**config.mk**
```make
export PLATFORM = sky130hd
export DESIGN_NAME = cht_telemetry_bank
export DESIGN_NICKNAME = d
export VERILOG_FILES = /design/src/pkg/cht_pkg.sv /design/src/hdl/cht_word_mem.sv /design/src/hdl/cht_telemetry_bank.sv
export SDC_FILE = /design/constraint.sdc
export NUM_CORES = 2
export LEC_CHECK = 0
export ABC_AREA = 1
export CAP_MARGIN = 10
export CORE_ASPECT_RATIO = 0.5
export CORE_MARGIN = 4
export CORE_UTILIZATION = 45
export CTS_BUF_LIST = sky130_fd_sc_hd__clkbuf_8
export CTS_CLUSTER_DIAMETER = 50
export DETAILED_ROUTE_END_ITERATION = 7
export DONT_BUFFER_PORTS = 1
export MAX_ROUTING_LAYER = met4
export PLACE_DENSITY = 0.6
export SYNTH_ARGS = -nofsm -noshare
export SYNTH_HDL_FRONTEND = slang
export SYNTH_SLANG_ARGS = --single-unit
```
**constraint.sdc**
```tcl
create_clock -name CLK -period 91.9 [get_ports CLK]
set_input_delay 9.19 -clock CLK [delete_from_list [all_inputs] [get_ports CLK]]
set_output_delay 9.19 -clock CLK [all_outputs]
set_load 0.05 [all_outputs]
```
**src/pkg/cht_pkg.sv**
```systemverilog
// Constants, types and field layouts of the charger telemetry word bank.
// Assumes one clock domain shared with the measurement engine and the serial register port.
package cht_pkg;

    // ************************************************************
    // Word map
    // ************************************************************
    localparam int CHT_WORDS = 9;
    localparam int CHT_IDX_W = 4;
    localparam int CHT_DATA_W = 16;
    localparam logic [7:0] CHT_OFF_BATTERY_TEMPERATURE = 8'h00;
    localparam logic [7:0] CHT_OFF_OUTPUT_POWER = 8'h02;
    localparam logic [7:0] CHT_OFF_INPUT_POWER = 8'h04;
    localparam logic [7:0] CHT_OFF_CONVERSION_EFFICIENCY = 8'h06;
    localparam logic [7:0] CHT_OFF_OUTPUT_CURRENT = 8'h08;
    localparam logic [7:0] CHT_OFF_INPUT_CURRENT = 8'h0A;
    localparam logic [7:0] CHT_OFF_BATTERY_VOLTAGE = 8'h0C;
    localparam logic [7:0] CHT_OFF_INPUT_VOLTAGE_FEEDBACK = 8'h0E;
    localparam logic [7:0] CHT_OFF_INPUT_VOLTAGE_PANEL = 8'h10;
    localparam logic [3:0] CHT_IX_TEMP = 4'h0;
    localparam logic [3:0] CHT_IX_POUT = 4'h1;
    localparam logic [3:0] CHT_IX_PIN = 4'h2;
    localparam logic [3:0] CHT_IX_EFF = 4'h3;
    localparam logic [3:0] CHT_IX_IOUT = 4'h4;
    localparam logic [3:0] CHT_IX_IIN = 4'h5;
    localparam logic [3:0] CHT_IX_VBAT = 4'h6;
    localparam logic [3:0] CHT_IX_VFB = 4'h7;
    localparam logic [3:0] CHT_IX_VPANEL = 4'h8;
    localparam logic [3:0] CHT_IX_LAST = 4'h8;

    // ************************************************************
    // Reset values and special codes
    // ************************************************************
    localparam logic [15:0] CHT_RST_TEMP = 16'h7FFF;
    localparam logic [15:0] CHT_RST_VPANEL = 16'hFFFF;
    localparam logic [15:0] CHT_RST_ZERO = 16'h0000;
    localparam logic [15:0] CHT_TEMP_DISCONNECT = 16'h7777;
    localparam logic [15:0] CHT_CFG_INVALID = 16'hFFFF;
    localparam logic [15:0] CHT_CFG_ZERO = 16'h0000;
    localparam logic [15:0] CHT_PWR_SAT = 16'hFFFE;
    localparam logic signed [15:0] CHT_TEMP_MIN = 16'shFE3E;
    localparam logic signed [15:0] CHT_TEMP_MAX = 16'sh028A;
    localparam logic [15:0] CHT_EFF_MAX = 16'h270F;
    localparam logic [31:0] CHT_POWER_DIV = 32'h0000_03E8;
    localparam logic [31:0] CHT_EFF_SCALE = 32'h0000_2710;
    localparam logic [143:0] CHT_RESET_IMAGE = {CHT_RST_VPANEL, {7{CHT_RST_ZERO}}, CHT_RST_TEMP};
    localparam int CHT_READ_LATENCY = 2;

    // ************************************************************
    // Types
    // ************************************************************
    typedef enum logic [1:0] {
        CHT_IDLE = 2'b00,
        CHT_POWER = 2'b01,
        CHT_EFF = 2'b11,
        CHT_WRITE = 2'b10
    } cht_state_t;

    typedef struct packed {
        logic tbat_valid;
        logic batt_disconnected;
        logic [15:0] tbat_c10;
        logic iout_valid;
        logic [15:0] iout_ma;
        logic iin_valid;
        logic [15:0] iin_ma;
        logic vbat_valid;
        logic [15:0] vbat_v100;
        logic vfb_valid;
        logic [15:0] vfb_v100;
        logic vpanel_valid;
        logic [15:0] vpanel_v100;
        logic dc_supply;
    } cht_meas_t;

    typedef struct packed {
        logic [15:0] input_sense_resistor_setting;
        logic [15:0] output_sense_resistor_setting;
        logic [15:0] output_monitor_resistor_setting;
        logic [15:0] output_dac_resistor_setting;
        logic [15:0] output_divider_upper_setting;
        logic [15:0] output_divider_lower_setting;
        logic [15:0] input_dac_resistor_setting;
        logic [15:0] input_divider_upper_setting;
        logic [15:0] input_divider_lower_setting;
    } cht_cfg_t;

endpackage

```
**src/hdl/cht_word_mem.sv**
```systemverilog
// Small word store holding the host-visible telemetry words.
// Assumes a single writer and a single reader on the same clock.
`timescale 1ns/1ps
`default_nettype none
module cht_word_mem #(
    parameter int WIDTH = 16,
    parameter int DEPTH = 9,
    parameter int IDX_W = 4,
    parameter logic [WIDTH*DEPTH-1:0] RESET_IMAGE = '0
) (
    // Clock and reset
    input wire logic clk,
    input wire logic nrst,
    // Write port
    input wire logic wr_en,
    input wire logic [IDX_W-1:0] wr_idx,
    input wire logic [WIDTH-1:0] wr_data,
    // Read port
    input wire logic [IDX_W-1:0] rd_idx,
    output logic [WIDTH-1:0] rd_data
);
    logic [WIDTH-1:0] word_reg [DEPTH];

    // Read-before-write: a read in the cycle of a write sees the old whole word.
    always_ff @(posedge clk or negedge nrst)
    begin
        if (!nrst)
        begin
            rd_data <= '0;
        end
        else if (int'(rd_idx) < DEPTH)
        begin
            rd_data <= word_reg[rd_idx];
        end
        else
        begin
            rd_data <= '0;
        end
    end

    generate
        for (genvar i = 0; i < DEPTH; i++)
        begin : g_word
            always_ff @(posedge clk or negedge nrst)
            begin
                if (!nrst)
                begin
                    word_reg[i] <= RESET_IMAGE[i*WIDTH +: WIDTH];
                end
                else if (wr_en && (int'(wr_idx) == i))
                begin
                    word_reg[i] <= wr_data;
                end
            end
        end
    endgenerate
endmodule
`default_nettype wire

```
**src/hdl/cht_telemetry_bank.sv**
```systemverilog
// Telemetry word bank of a battery charge controller, read by the serial register port.
// Assumes measurement strobes, settings and the port request come from logic on CLK.
`timescale 1ns/1ps
`default_nettype none
module cht_telemetry_bank (
    // Clock and reset
    input wire logic CLK,
    input wire logic NRST,
    // Measurement engine and settings
    input wire cht_pkg::cht_meas_t MEAS,
    input wire cht_pkg::cht_cfg_t CFG,
    // Register read port
    input wire logic RD_REQ,
    input wire logic [7:0] RD_ADDR,
    output logic [15:0] RD_DATA,
    output logic RD_VALID,
    output logic RD_ERR
);

    // ************************************************************
    // Helpers
    // ************************************************************
    function automatic logic addr_ok(input logic [7:0] a);
        addr_ok = (a[0] == 1'b0) && (a <= cht_pkg::CHT_OFF_INPUT_VOLTAGE_PANEL);
    endfunction

    function automatic logic [15:0] scale_power(input logic [31:0] prod);
        logic [31:0] q;
        q = prod / cht_pkg::CHT_POWER_DIV;
        if (q > {16'h0000, cht_pkg::CHT_PWR_SAT})
        begin
            scale_power = cht_pkg::CHT_PWR_SAT;
        end
        else
        begin
            scale_power = q[15:0];
        end
    endfunction

    function automatic logic [15:0] clamp_temp(input logic signed [15:0] t);
        if (t < cht_pkg::CHT_TEMP_MIN)
        begin
            clamp_temp = cht_pkg::CHT_TEMP_MIN;
        end
        else if (t > cht_pkg::CHT_TEMP_MAX)
        begin
            clamp_temp = cht_pkg::CHT_TEMP_MAX;
        end
        else
        begin
            clamp_temp = t;
        end
    endfunction

    // ************************************************************
    // Latest values
    // ************************************************************
    logic [15:0] temp_reg;
    logic [15:0] pout_reg;
    logic [15:0] pin_reg;
    logic [15:0] eff_reg;
    logic [15:0] iout_reg;
    logic [15:0] iin_reg;
    logic [15:0] vbat_reg;
    logic [15:0] vfb_reg;
    logic [15:0] vpanel_reg;
    logic temp_seen_reg;
    cht_pkg::cht_state_t state_reg;
    cht_pkg::cht_state_t state_next;
    logic [3:0] idx_reg;
    logic pending_reg;
    logic any_valid;

    assign any_valid = MEAS.tbat_valid | MEAS.iout_valid | MEAS.iin_valid | MEAS.vbat_valid
        | MEAS.vfb_valid | MEAS.vpanel_valid;

    always_ff @(posedge CLK or negedge NRST)
    begin
        if (!NRST)
        begin
            temp_reg <= cht_pkg::CHT_RST_TEMP;
            temp_seen_reg <= 1'b0;
        end
        else if (MEAS.tbat_valid)
        begin
            temp_seen_reg <= 1'b1;
            if (MEAS.batt_disconnected)
            begin
                temp_reg <= cht_pkg::CHT_TEMP_DISCONNECT;
            end
            else
            begin
                temp_reg <= clamp_temp(MEAS.tbat_c10);
            end
        end
    end

    // Currents and voltages are stored as delivered in their own units.
    always_ff @(posedge CLK or negedge NRST)
    begin
        if (!NRST)
        begin
            iout_reg <= cht_pkg::CHT_RST_ZERO;
            iin_reg <= cht_pkg::CHT_RST_ZERO;
            vbat_reg <= cht_pkg::CHT_RST_ZERO;
            vfb_reg <= cht_pkg::CHT_RST_ZERO;
        end
        else
        begin
            if (MEAS.iout_valid)
            begin
                iout_reg <= MEAS.iout_ma;
            end
            if (MEAS.iin_valid)
            begin
                iin_reg <= MEAS.iin_ma;
            end
            if (MEAS.vbat_valid)
            begin
                vbat_reg <= MEAS.vbat_v100;
            end
            if (MEAS.vfb_valid)
            begin
                vfb_reg <= MEAS.vfb_v100;
            end
        end
    end

    // The panel pin is pulled low on DC supply, so its reading is meaningless then.
    always_ff @(posedge CLK or negedge NRST)
    begin
        if (!NRST)
        begin
            vpanel_reg <= cht_pkg::CHT_RST_VPANEL;
        end
        else if (MEAS.dc_supply)
        begin
            vpanel_reg <= cht_pkg::CHT_RST_ZERO;
        end
        else if (MEAS.vpanel_valid)
        begin
            vpanel_reg <= MEAS.vpanel_v100;
        end
    end

    // ************************************************************
    // Derived words
    // ************************************************************
    logic out_cfg_zero;
    logic in_cfg_zero;
    logic [15:0] vin_sel;
    logic [15:0] pout_calc;
    logic [15:0] pin_calc;
    logic [15:0] eff_calc;
    logic [31:0] eff_q;

    assign out_cfg_zero = (CFG.output_sense_resistor_setting == cht_pkg::CHT_CFG_ZERO)
        || (CFG.output_monitor_resistor_setting == cht_pkg::CHT_CFG_ZERO)
        || (CFG.output_dac_resistor_setting == cht_pkg::CHT_CFG_ZERO)
        || (CFG.output_divider_upper_setting == cht_pkg::CHT_CFG_ZERO)
        || (CFG.output_divider_lower_setting == cht_pkg::CHT_CFG_ZERO);
    assign in_cfg_zero = (CFG.input_sense_resistor_setting == cht_pkg::CHT_CFG_ZERO)
        || (MEAS.dc_supply && ((CFG.input_dac_resistor_setting == cht_pkg::CHT_CFG_ZERO)
        || (CFG.input_divider_upper_setting == cht_pkg::CHT_CFG_ZERO)
        || (CFG.input_divider_lower_setting == cht_pkg::CHT_CFG_ZERO)));
    assign vin_sel = MEAS.dc_supply ? vfb_reg : vpanel_reg;
    assign pout_calc = out_cfg_zero ? cht_pkg::CHT_CFG_INVALID
        : scale_power(32'(iout_reg) * 32'(vbat_reg));
    assign pin_calc = in_cfg_zero ? cht_pkg::CHT_CFG_INVALID
        : scale_power(32'(iin_reg) * 32'(vin_sel));
    assign eff_q = (pin_reg == cht_pkg::CHT_RST_ZERO) ? 32'h0000_0000
        : (32'(pout_reg) * cht_pkg::CHT_EFF_SCALE) / 32'(pin_reg);

    always_comb
    begin
        if ((pout_reg == cht_pkg::CHT_CFG_INVALID) || (pin_reg == cht_pkg::CHT_CFG_INVALID))
        begin
            eff_calc = cht_pkg::CHT_CFG_INVALID;
        end
        else if (eff_q > {16'h0000, cht_pkg::CHT_EFF_MAX})
        begin
            eff_calc = cht_pkg::CHT_EFF_MAX;
        end
        else
        begin
            eff_calc = eff_q[15:0];
        end
    end

    // ************************************************************
    // Update sequencer
    // ************************************************************
    always_comb
    begin
        case (state_reg)
            cht_pkg::CHT_IDLE: state_next = pending_reg ? cht_pkg::CHT_POWER : cht_pkg::CHT_IDLE;
            cht_pkg::CHT_POWER: state_next = cht_pkg::CHT_EFF;
            cht_pkg::CHT_EFF: state_next = cht_pkg::CHT_WRITE;
            cht_pkg::CHT_WRITE: state_next = (idx_reg == cht_pkg::CHT_IX_LAST)
                ? cht_pkg::CHT_IDLE : cht_pkg::CHT_WRITE;
            default: state_next = cht_pkg::CHT_IDLE;
        endcase
    end

    always_ff @(posedge CLK or negedge NRST)
    begin
        if (!NRST)
        begin
            state_reg <= cht_pkg::CHT_IDLE;
        end
        else
        begin
            state_reg <= state_next;
        end
    end

    // A new sample arriving while the sequencer starts is kept: set beats clear.
    always_ff @(posedge CLK or negedge NRST)
    begin
        if (!NRST)
        begin
            pending_reg <= 1'b0;
        end
        else
        begin
            pending_reg <= any_valid | (pending_reg & (state_reg != cht_pkg::CHT_IDLE));
        end
    end

    always_ff @(posedge CLK or negedge NRST)
    begin
        if (!NRST)
        begin
            idx_reg <= cht_pkg::CHT_IX_TEMP;
        end
        else if (state_reg == cht_pkg::CHT_WRITE)
        begin
            idx_reg <= (idx_reg == cht_pkg::CHT_IX_LAST) ? cht_pkg::CHT_IX_TEMP : idx_reg + 4'h1;
        end
    end

    always_ff @(posedge CLK or negedge NRST)
    begin
        if (!NRST)
        begin
            pout_reg <= cht_pkg::CHT_RST_ZERO;
            pin_reg <= cht_pkg::CHT_RST_ZERO;
            eff_reg <= cht_pkg::CHT_RST_ZERO;
        end
        else if (state_reg == cht_pkg::CHT_POWER)
        begin
            pout_reg <= pout_calc;
            pin_reg <= pin_calc;
        end
        else if (state_reg == cht_pkg::CHT_EFF)
        begin
            eff_reg <= eff_calc;
        end
    end

    // ************************************************************
    // Word store and read port
    // ************************************************************
    logic [15:0] wr_data;
    logic [15:0] mem_rd;
    logic req_d_reg;
    logic err_d_reg;

    always_comb
    begin
        case (idx_reg)
            cht_pkg::CHT_IX_TEMP: wr_data = temp_reg;
            cht_pkg::CHT_IX_POUT: wr_data = pout_reg;
            cht_pkg::CHT_IX_PIN: wr_data = pin_reg;
            cht_pkg::CHT_IX_EFF: wr_data = eff_reg;
            cht_pkg::CHT_IX_IOUT: wr_data = iout_reg;
            cht_pkg::CHT_IX_IIN: wr_data = iin_reg;
            cht_pkg::CHT_IX_VBAT: wr_data = vbat_reg;
            cht_pkg::CHT_IX_VFB: wr_data = vfb_reg;
            cht_pkg::CHT_IX_VPANEL: wr_data = vpanel_reg;
            default: wr_data = cht_pkg::CHT_RST_ZERO;
        endcase
    end

    cht_word_mem #(
        .WIDTH(cht_pkg::CHT_DATA_W),
        .DEPTH(cht_pkg::CHT_WORDS),
        .IDX_W(cht_pkg::CHT_IDX_W),
        .RESET_IMAGE(cht_pkg::CHT_RESET_IMAGE)
    ) u_mem (
        .clk(CLK),
        .nrst(NRST),
        .wr_en(state_reg == cht_pkg::CHT_WRITE),
        .wr_idx(idx_reg),
        .wr_data(wr_data),
        .rd_idx(RD_ADDR[4:1]),
        .rd_data(mem_rd)
    );

    always_ff @(posedge CLK or negedge NRST)
    begin
        if (!NRST)
        begin
            req_d_reg <= 1'b0;
            err_d_reg <= 1'b0;
        end
        else
        begin
            req_d_reg <= RD_REQ;
            err_d_reg <= RD_REQ & ~addr_ok(RD_ADDR);
        end
    end

    // The word stays put between reads, so the host may take both bytes at leisure.
    always_ff @(posedge CLK or negedge NRST)
    begin
        if (!NRST)
        begin
            RD_DATA <= cht_pkg::CHT_RST_ZERO;
            RD_VALID <= 1'b0;
            RD_ERR <= 1'b0;
        end
        else
        begin
            RD_VALID <= req_d_reg;
            RD_ERR <= err_d_reg;
            if (req_d_reg)
            begin
                RD_DATA <= err_d_reg ? cht_pkg::CHT_RST_ZERO : mem_rd;
            end
        end
    end
endmodule
`default_nettype wire

```
* Yosys cells after proc, flatten, opt, wreduce, memory -nomap -nowiden *
Index checks and enable logic that the tools add are counted.

cells by class
  reduce and logical (&&, ||, !) cells = 35
  order comparisons = 8
  shifts and indexed selects = 0
  add/sub/neg operators = 1
  divide/modulo/power cells = 3
  eq/ne operators = 21
  multipliers = 3
  bitwise logic cells = 12
  mux-type cells = 23

operators by type and width
  operator                count
  $mux 16                 16
  $logic_not 16->1        10
  $pmux 16 s9             1
  $bmux 16 s4             1
  $div 32x10->32 const B  2
  $gt 32x16->1 const B    2
  $mul 16x16->32          2
  $div 30x16->32          1
  $eq 16x16->1 const B    2
  $gt 32x14->1 const B    1
  $mux 32                 1
  $mul 16x10->26 const B  1
  $eq 4x3->1 const B      6
  $eq 4x4->1 const B      6
  $gt 16x11->1 const B    1
  $lt 16x10->1 const B    1
  $eq 4x2->1 const B      3
  $logic_and 1x1->1       11
  $le 8x5->1 const B      1
  $logic_not 4->1         2
  $logic_or 1x1->1        8
  $pmux 2 s4              1
  $or 1x1->1              6
  $ge 5x5->1 const B      1
  other kinds (14)        19

storage, ports and cells
  register bits = 331
  bits in latches = 0
  bits of input ports = 259
  word-level logic and storage cells = 133
  memories kept = 0
  memory bits (read-only) = 0
  memory bits (writable) = 0

* Depth between registers and ports, before layout *
  depth in word-level cells = 6
  mapped depth = 674
  depth with buffers taken out = 625

* By module *
A second synthesis with hierarchy kept.

second synthesis, totals
  cells, all modules = 10,797
  area, all modules = 70,811.7 um2

modules (own cells, without submodules)
  module              area each (um2)  sequential area each (um2)  times used  cells an instance
  cht_telemetry_bank  63,658.6         4,317.9                     1           9,931
  cht_word_mem        7,153.1          4,042.6                     1           866

* Worst setup path after synthesis *
No wires, ideal clock.

  path type = reg2reg
  start = register pout_reg[4]
  end = register eff_reg[0]
  path buffers = 51
  clock period less this slack = 88,559 ps
  cell stages (with the launch flop) = 640
  setup slack = 3,341 ps
  arrival time = 88,446 ps
  path through = dfrtp_1 inv_1 fa_1 inv_1 ha_1 inv_1 fa_1 inv_1 ha_1 inv_1 fa_1 inv_1 ha_1 a21oi_1 o21ai_1 nor2_1 xor2_1 inv_1 (+604 left out) nor2_4 nand3_2 nor2_2 buf_4 clkbuf_1 o21ai_0 ha_1 and3_1 a221oi_1 nand2_1 nand2_1 nand2_1 a21oi_1 nand3_1 nand2_1 nand3_1 nand2_1 inv_1

on the way
  word-level cells in the longest chain between the ends = 6

RTL lines
  element                 line                       source
  start, declared         cht_telemetry_bank.sv:59   logic [15:0] pout_reg;
  start signal, assigned  cht_telemetry_bank.sv:246  pout_reg <= cht_pkg::CHT_RST_ZERO;
  start signal, assigned  cht_telemetry_bank.sv:252  pout_reg <= pout_calc;
  $mul 16x10->26          cht_telemetry_bank.sv:172  : (32'(pout_reg) * cht_pkg::CHT_EFF_SCALE) / 32'(pin_reg);
  $div 30x16->32          cht_telemetry_bank.sv:172
  $mux 32                 cht_telemetry_bank.sv:171  assign eff_q = (pin_reg == cht_pkg::CHT_RST_ZERO) ? 32'h0000_0000
  $gt 32x14->1            cht_telemetry_bank.sv:180  else if (eff_q > {16'h0000, cht_pkg::CHT_EFF_MAX})
  $mux 16                 cht_telemetry_bank.sv:180
  $mux 16 (*)             cht_telemetry_bank.sv:176  if ((pout_reg == cht_pkg::CHT_CFG_INVALID) || (pin_reg == cht_pkg::CHT_CFG_INVALID))
  end signal, assigned    cht_telemetry_bank.sv:248  eff_reg <= cht_pkg::CHT_RST_ZERO;
  end signal, assigned    cht_telemetry_bank.sv:257  eff_reg <= eff_calc;
  end, declared           cht_telemetry_bank.sv:61   logic [15:0] eff_reg;

Mark *: on every way between the ends. The rest lies on a longest branch, timed or not.
A chain may end at the register's enable or synchronous reset.

* Worst setup path in the final report *
  start = register pout_reg[3]
  end = register eff_reg[0]

Same word-level chain as after synthesis.

==> flow_metrics.tcl <==
set metrics [dict create \
    run_status "finished clean" \
    leftover_overflow_at_the_end_of_global_routing 0 \
    clk_transition_reported_paths_ns 0.06 \
    critical-path-top-delay-family "compound AO/OA/AOI/OAI gates" \
    worstPathRequired_ns 92.48 \
    drt_first_iter_violations 5138 \
    netlist_area_um2 70870 \
    layout_cells_sized_above_1_pct 13.58 \
    worstMarginPinSlew_ns 1.203 \
    multiInputGateArea_um2 54270 \
    timing_max_transition_violations_final 0 \
    worstPathMaxFanout 23 \
    grt_max_degree 332 \
    final.period_utilization_pct 91.13 \
    top_level_ports 277 \
    hold_slack_ns 0.3752 \
    fin_crit_ns 83.75 \
    timing.setup.critical_path_class "register to register" \
    synth_cells 10610 \
    timing.slew.headroom_pct 19.77 \
    post-place-cells 12570 \
    mappedNetlistNets 11970 \
    area_growth_syn_to_layout_pct 7.013 \
    final-seq-area_um2 8368 \
    num_rows 102 \
    synth_flop_cell "dfrtp_1" \
    place.port_buffers 0 \
    first_global_vias 62980 \
    wire_per_inst_um 17.47 \
    synth.ff_latch_count 331 \
    final_cell_count_no_fill 12780 \
    holdBufCountCts 0 \
    final.setup_skew_ns 0.06563 \
    cp_slowest_stage_delay_ns 0.55 \
    timing.critical_path.mode_cell "inv_1" \
    detailroute.via_count 67790 \
    finalSetupTns_ns 0 \
    synth_enable_flop_cells 0 \
    pre_cts_slack_ns 0.6592 \
    floorplan.die.height_um 288.6 \
    largest_register_ffs 144 \
    route.detailed.drc 0 \
    finalWeightedCongestion 0.9860 \
    drtAntennaViolNets 0 \
    fp.dieArea_um2 164300 \
    path_buf_inv 135 \
    insertion_delay_ns 0.72 \
    number_of_inserted_filler_cells_in_the_final_layout 16060 \
    root_buffer "clkbuf_8" \
    max-cap-violations 0 \
    synth_area_per_cell_um2 6.681 \
    worst_hold_path_type "register to register" \
    max_clock_freq_ghz 0.01194 \
    crit_start_category "register" \
    cts_tree "yes" \
    drt_first_pass_iters 6 \
    grt_first_pass_wirelength_mm 349.9 \
    number_of_h_tree_levels 2 \
    routed_wire_length_mm 223.2 \
    fin_ws_ns 8.153 \
    effective_utilization_at_floorplan_pct 45.55 \
    cts.sinks 331 \
    initial_antenna_violation_count 25 \
    maximum_buffer_depth_of_the_clock_tree 3 \
    number_of_nets_at_the_end_of_the_flow 11990 \
    setup_violations 0 \
    seq_area_frac_synth_pct 11.80 \
    place.detailed.hpwl_mm 180.4 \
    cpMaxStageDelayCell "nor4_1" \
    postSynth.asyncResetShare_pct 100.0 \
    synth_cell_type_count 97 \
    dieWidth_um 569.2 \
    tritoncts.num_buffers 59 \
    floorplan.core_area_um2 155600 \
    timing_hold_violations_final 0 \
    crit_path_end_kind "register" \
    grt_use_total_pct 27.06 \
    vias_per_inst 5.306 \
    cp_data_arrival_time_ns 84.33 \
    yosys_warnings 0 \
]
[final timing paths]
path / startpoint / end / slack, ns / depth (start not counted)
worst max-delay path: pout_reg[3] / eff_reg[0] / 8.15 / 605
worst min-delay path: err_d_reg / RD_ERR / 0.38 / 0
worst max register to register: pout_reg[3] / eff_reg[0] / 8.15 / 605
worst min register to register: err_d_reg / RD_ERR / 0.38 / 0
max in group asynchronous: NRST / pout_reg[8] / 82.66 / 0
min in group asynchronous: NRST / req_d_reg / 8.23 / 0
[per-layer routing]
metal | vias to the layer above | global-route usage, % | wire length (um)
met5 | - | - | 0
met1 | 31890 | 37.27 | 103800
met4 | 0 | 7.081 | 5996
met2 | 1792 | 41.75 | 98650
li1 | 33800 | - | -
met3 | 300 | 3.798 | 14780
[synthesized netlist by cell type, types with 14 or more instances]
cell	number	area, um^2
nor2_2	85	531.8
o21bai_1	63	473.0
inv_1	1849	6940
ha_1	680	8508
a31oi_1	43	269.0
nand3_1	589	2948
dfstp_2	62	1629
nor3_1	69	345.3
o21ai_1	104	520.5
nand2_1	2470	9271
xnor2_1	137	1200
clkinv_1	26	97.59
o22ai_1	64	400.4
nand2_2	247	1545
or2_2	47	294.0
nand3_2	118	1181
a21oi_1	469	2347
dfrtp_1	269	6731
xor2_1	319	2794
clkbuf_1	219	822.0
nand3b_1	24	180.2
mux2_2	51	574.3
nand4_1	128	800.8
fa_1	424	8488
nor2_1	682	2560
o21ai_0	642	3213
clkbuf_8	17	234.0
o21ai_2	34	297.8
o31ai_1	35	262.8
a21o_1	49	367.9
nor4_1	66	412.9
o211ai_1	22	165.2
inv_2	114	427.9
nand3_4	14	245.2
nand2_4	101	1137
nor2_4	42	473.0
[cells in the final DEF, fill, tap and decap left out, types with 122 or more instances in the layout]
master   instances
xnor2_1        136
inv_1         1853
nand2_1       2469
inv_2          122
buf_4          216
nor2_1         665
dfrtp_1        263
xor2_1         310
fa_1           424
o21ai_0        623
nand3_1        589
nand2_2        246
a21oi_1        412
nand4_1        128
ha_1           678
[per-stage QoR]
step	cell area, um^2	utilization, %
floorplan	70870	-
global placement	73290	47.11
detailed placement	73290	47.11
CTS	74530	47.90
global route	75840	48.75
finish	75840	48.75
[cells by family after synthesis]
group,count (synthesis),synth area share [%]
buf+inv,2276,12.63
mux,55,0.8669
xor+xnor,458,5.697
compound gates,1647,13.37
flops,331,11.80
other cells,1,0.005292
fa+ha+maj,1104,23.98
simple gates,4735,31.65
[area by class of cell]
| class | count | area share [%] |
|---|---|---|
| Timing Repair inverter | 3 | 0.01980 |
| Clock inverter | 40 | 0.3399 |
| Inverter | 2004 | 10.02 |
| Timing Repair Buffer | 220 | 2.232 |
| Clock buffer | 71 | 1.289 |
| Sequential cell | 331 | 11.03 |
| Multi-Input combinational cell | 8005 | 71.56 |
| Tap cell | 2080 | 3.432 |
| Antenna cell | 22 | 0.07259 |
[worst reg2reg max path, delay by kind of cell, from the launching register on]
family	cells	cell delay [ns]
AOI/OAI and AO/OA	237	38.17
xor gates and xnor gates	2	0.39
adders and majority gates	37	11.94
buffers and inverters	135	11.31
DFF	1	0.50
muxes	1	0.30
and+or+nand+nor	193	21.14
[timing repair]
item	4_1_cts	5_1_grt
resized for setup	0	172
setup buffers	0	67
endpoints found under the setup margin	0	11
Power is not shown: default switching activity piles up to over one toggle a cycle in this logic, so the estimate is an artifact.
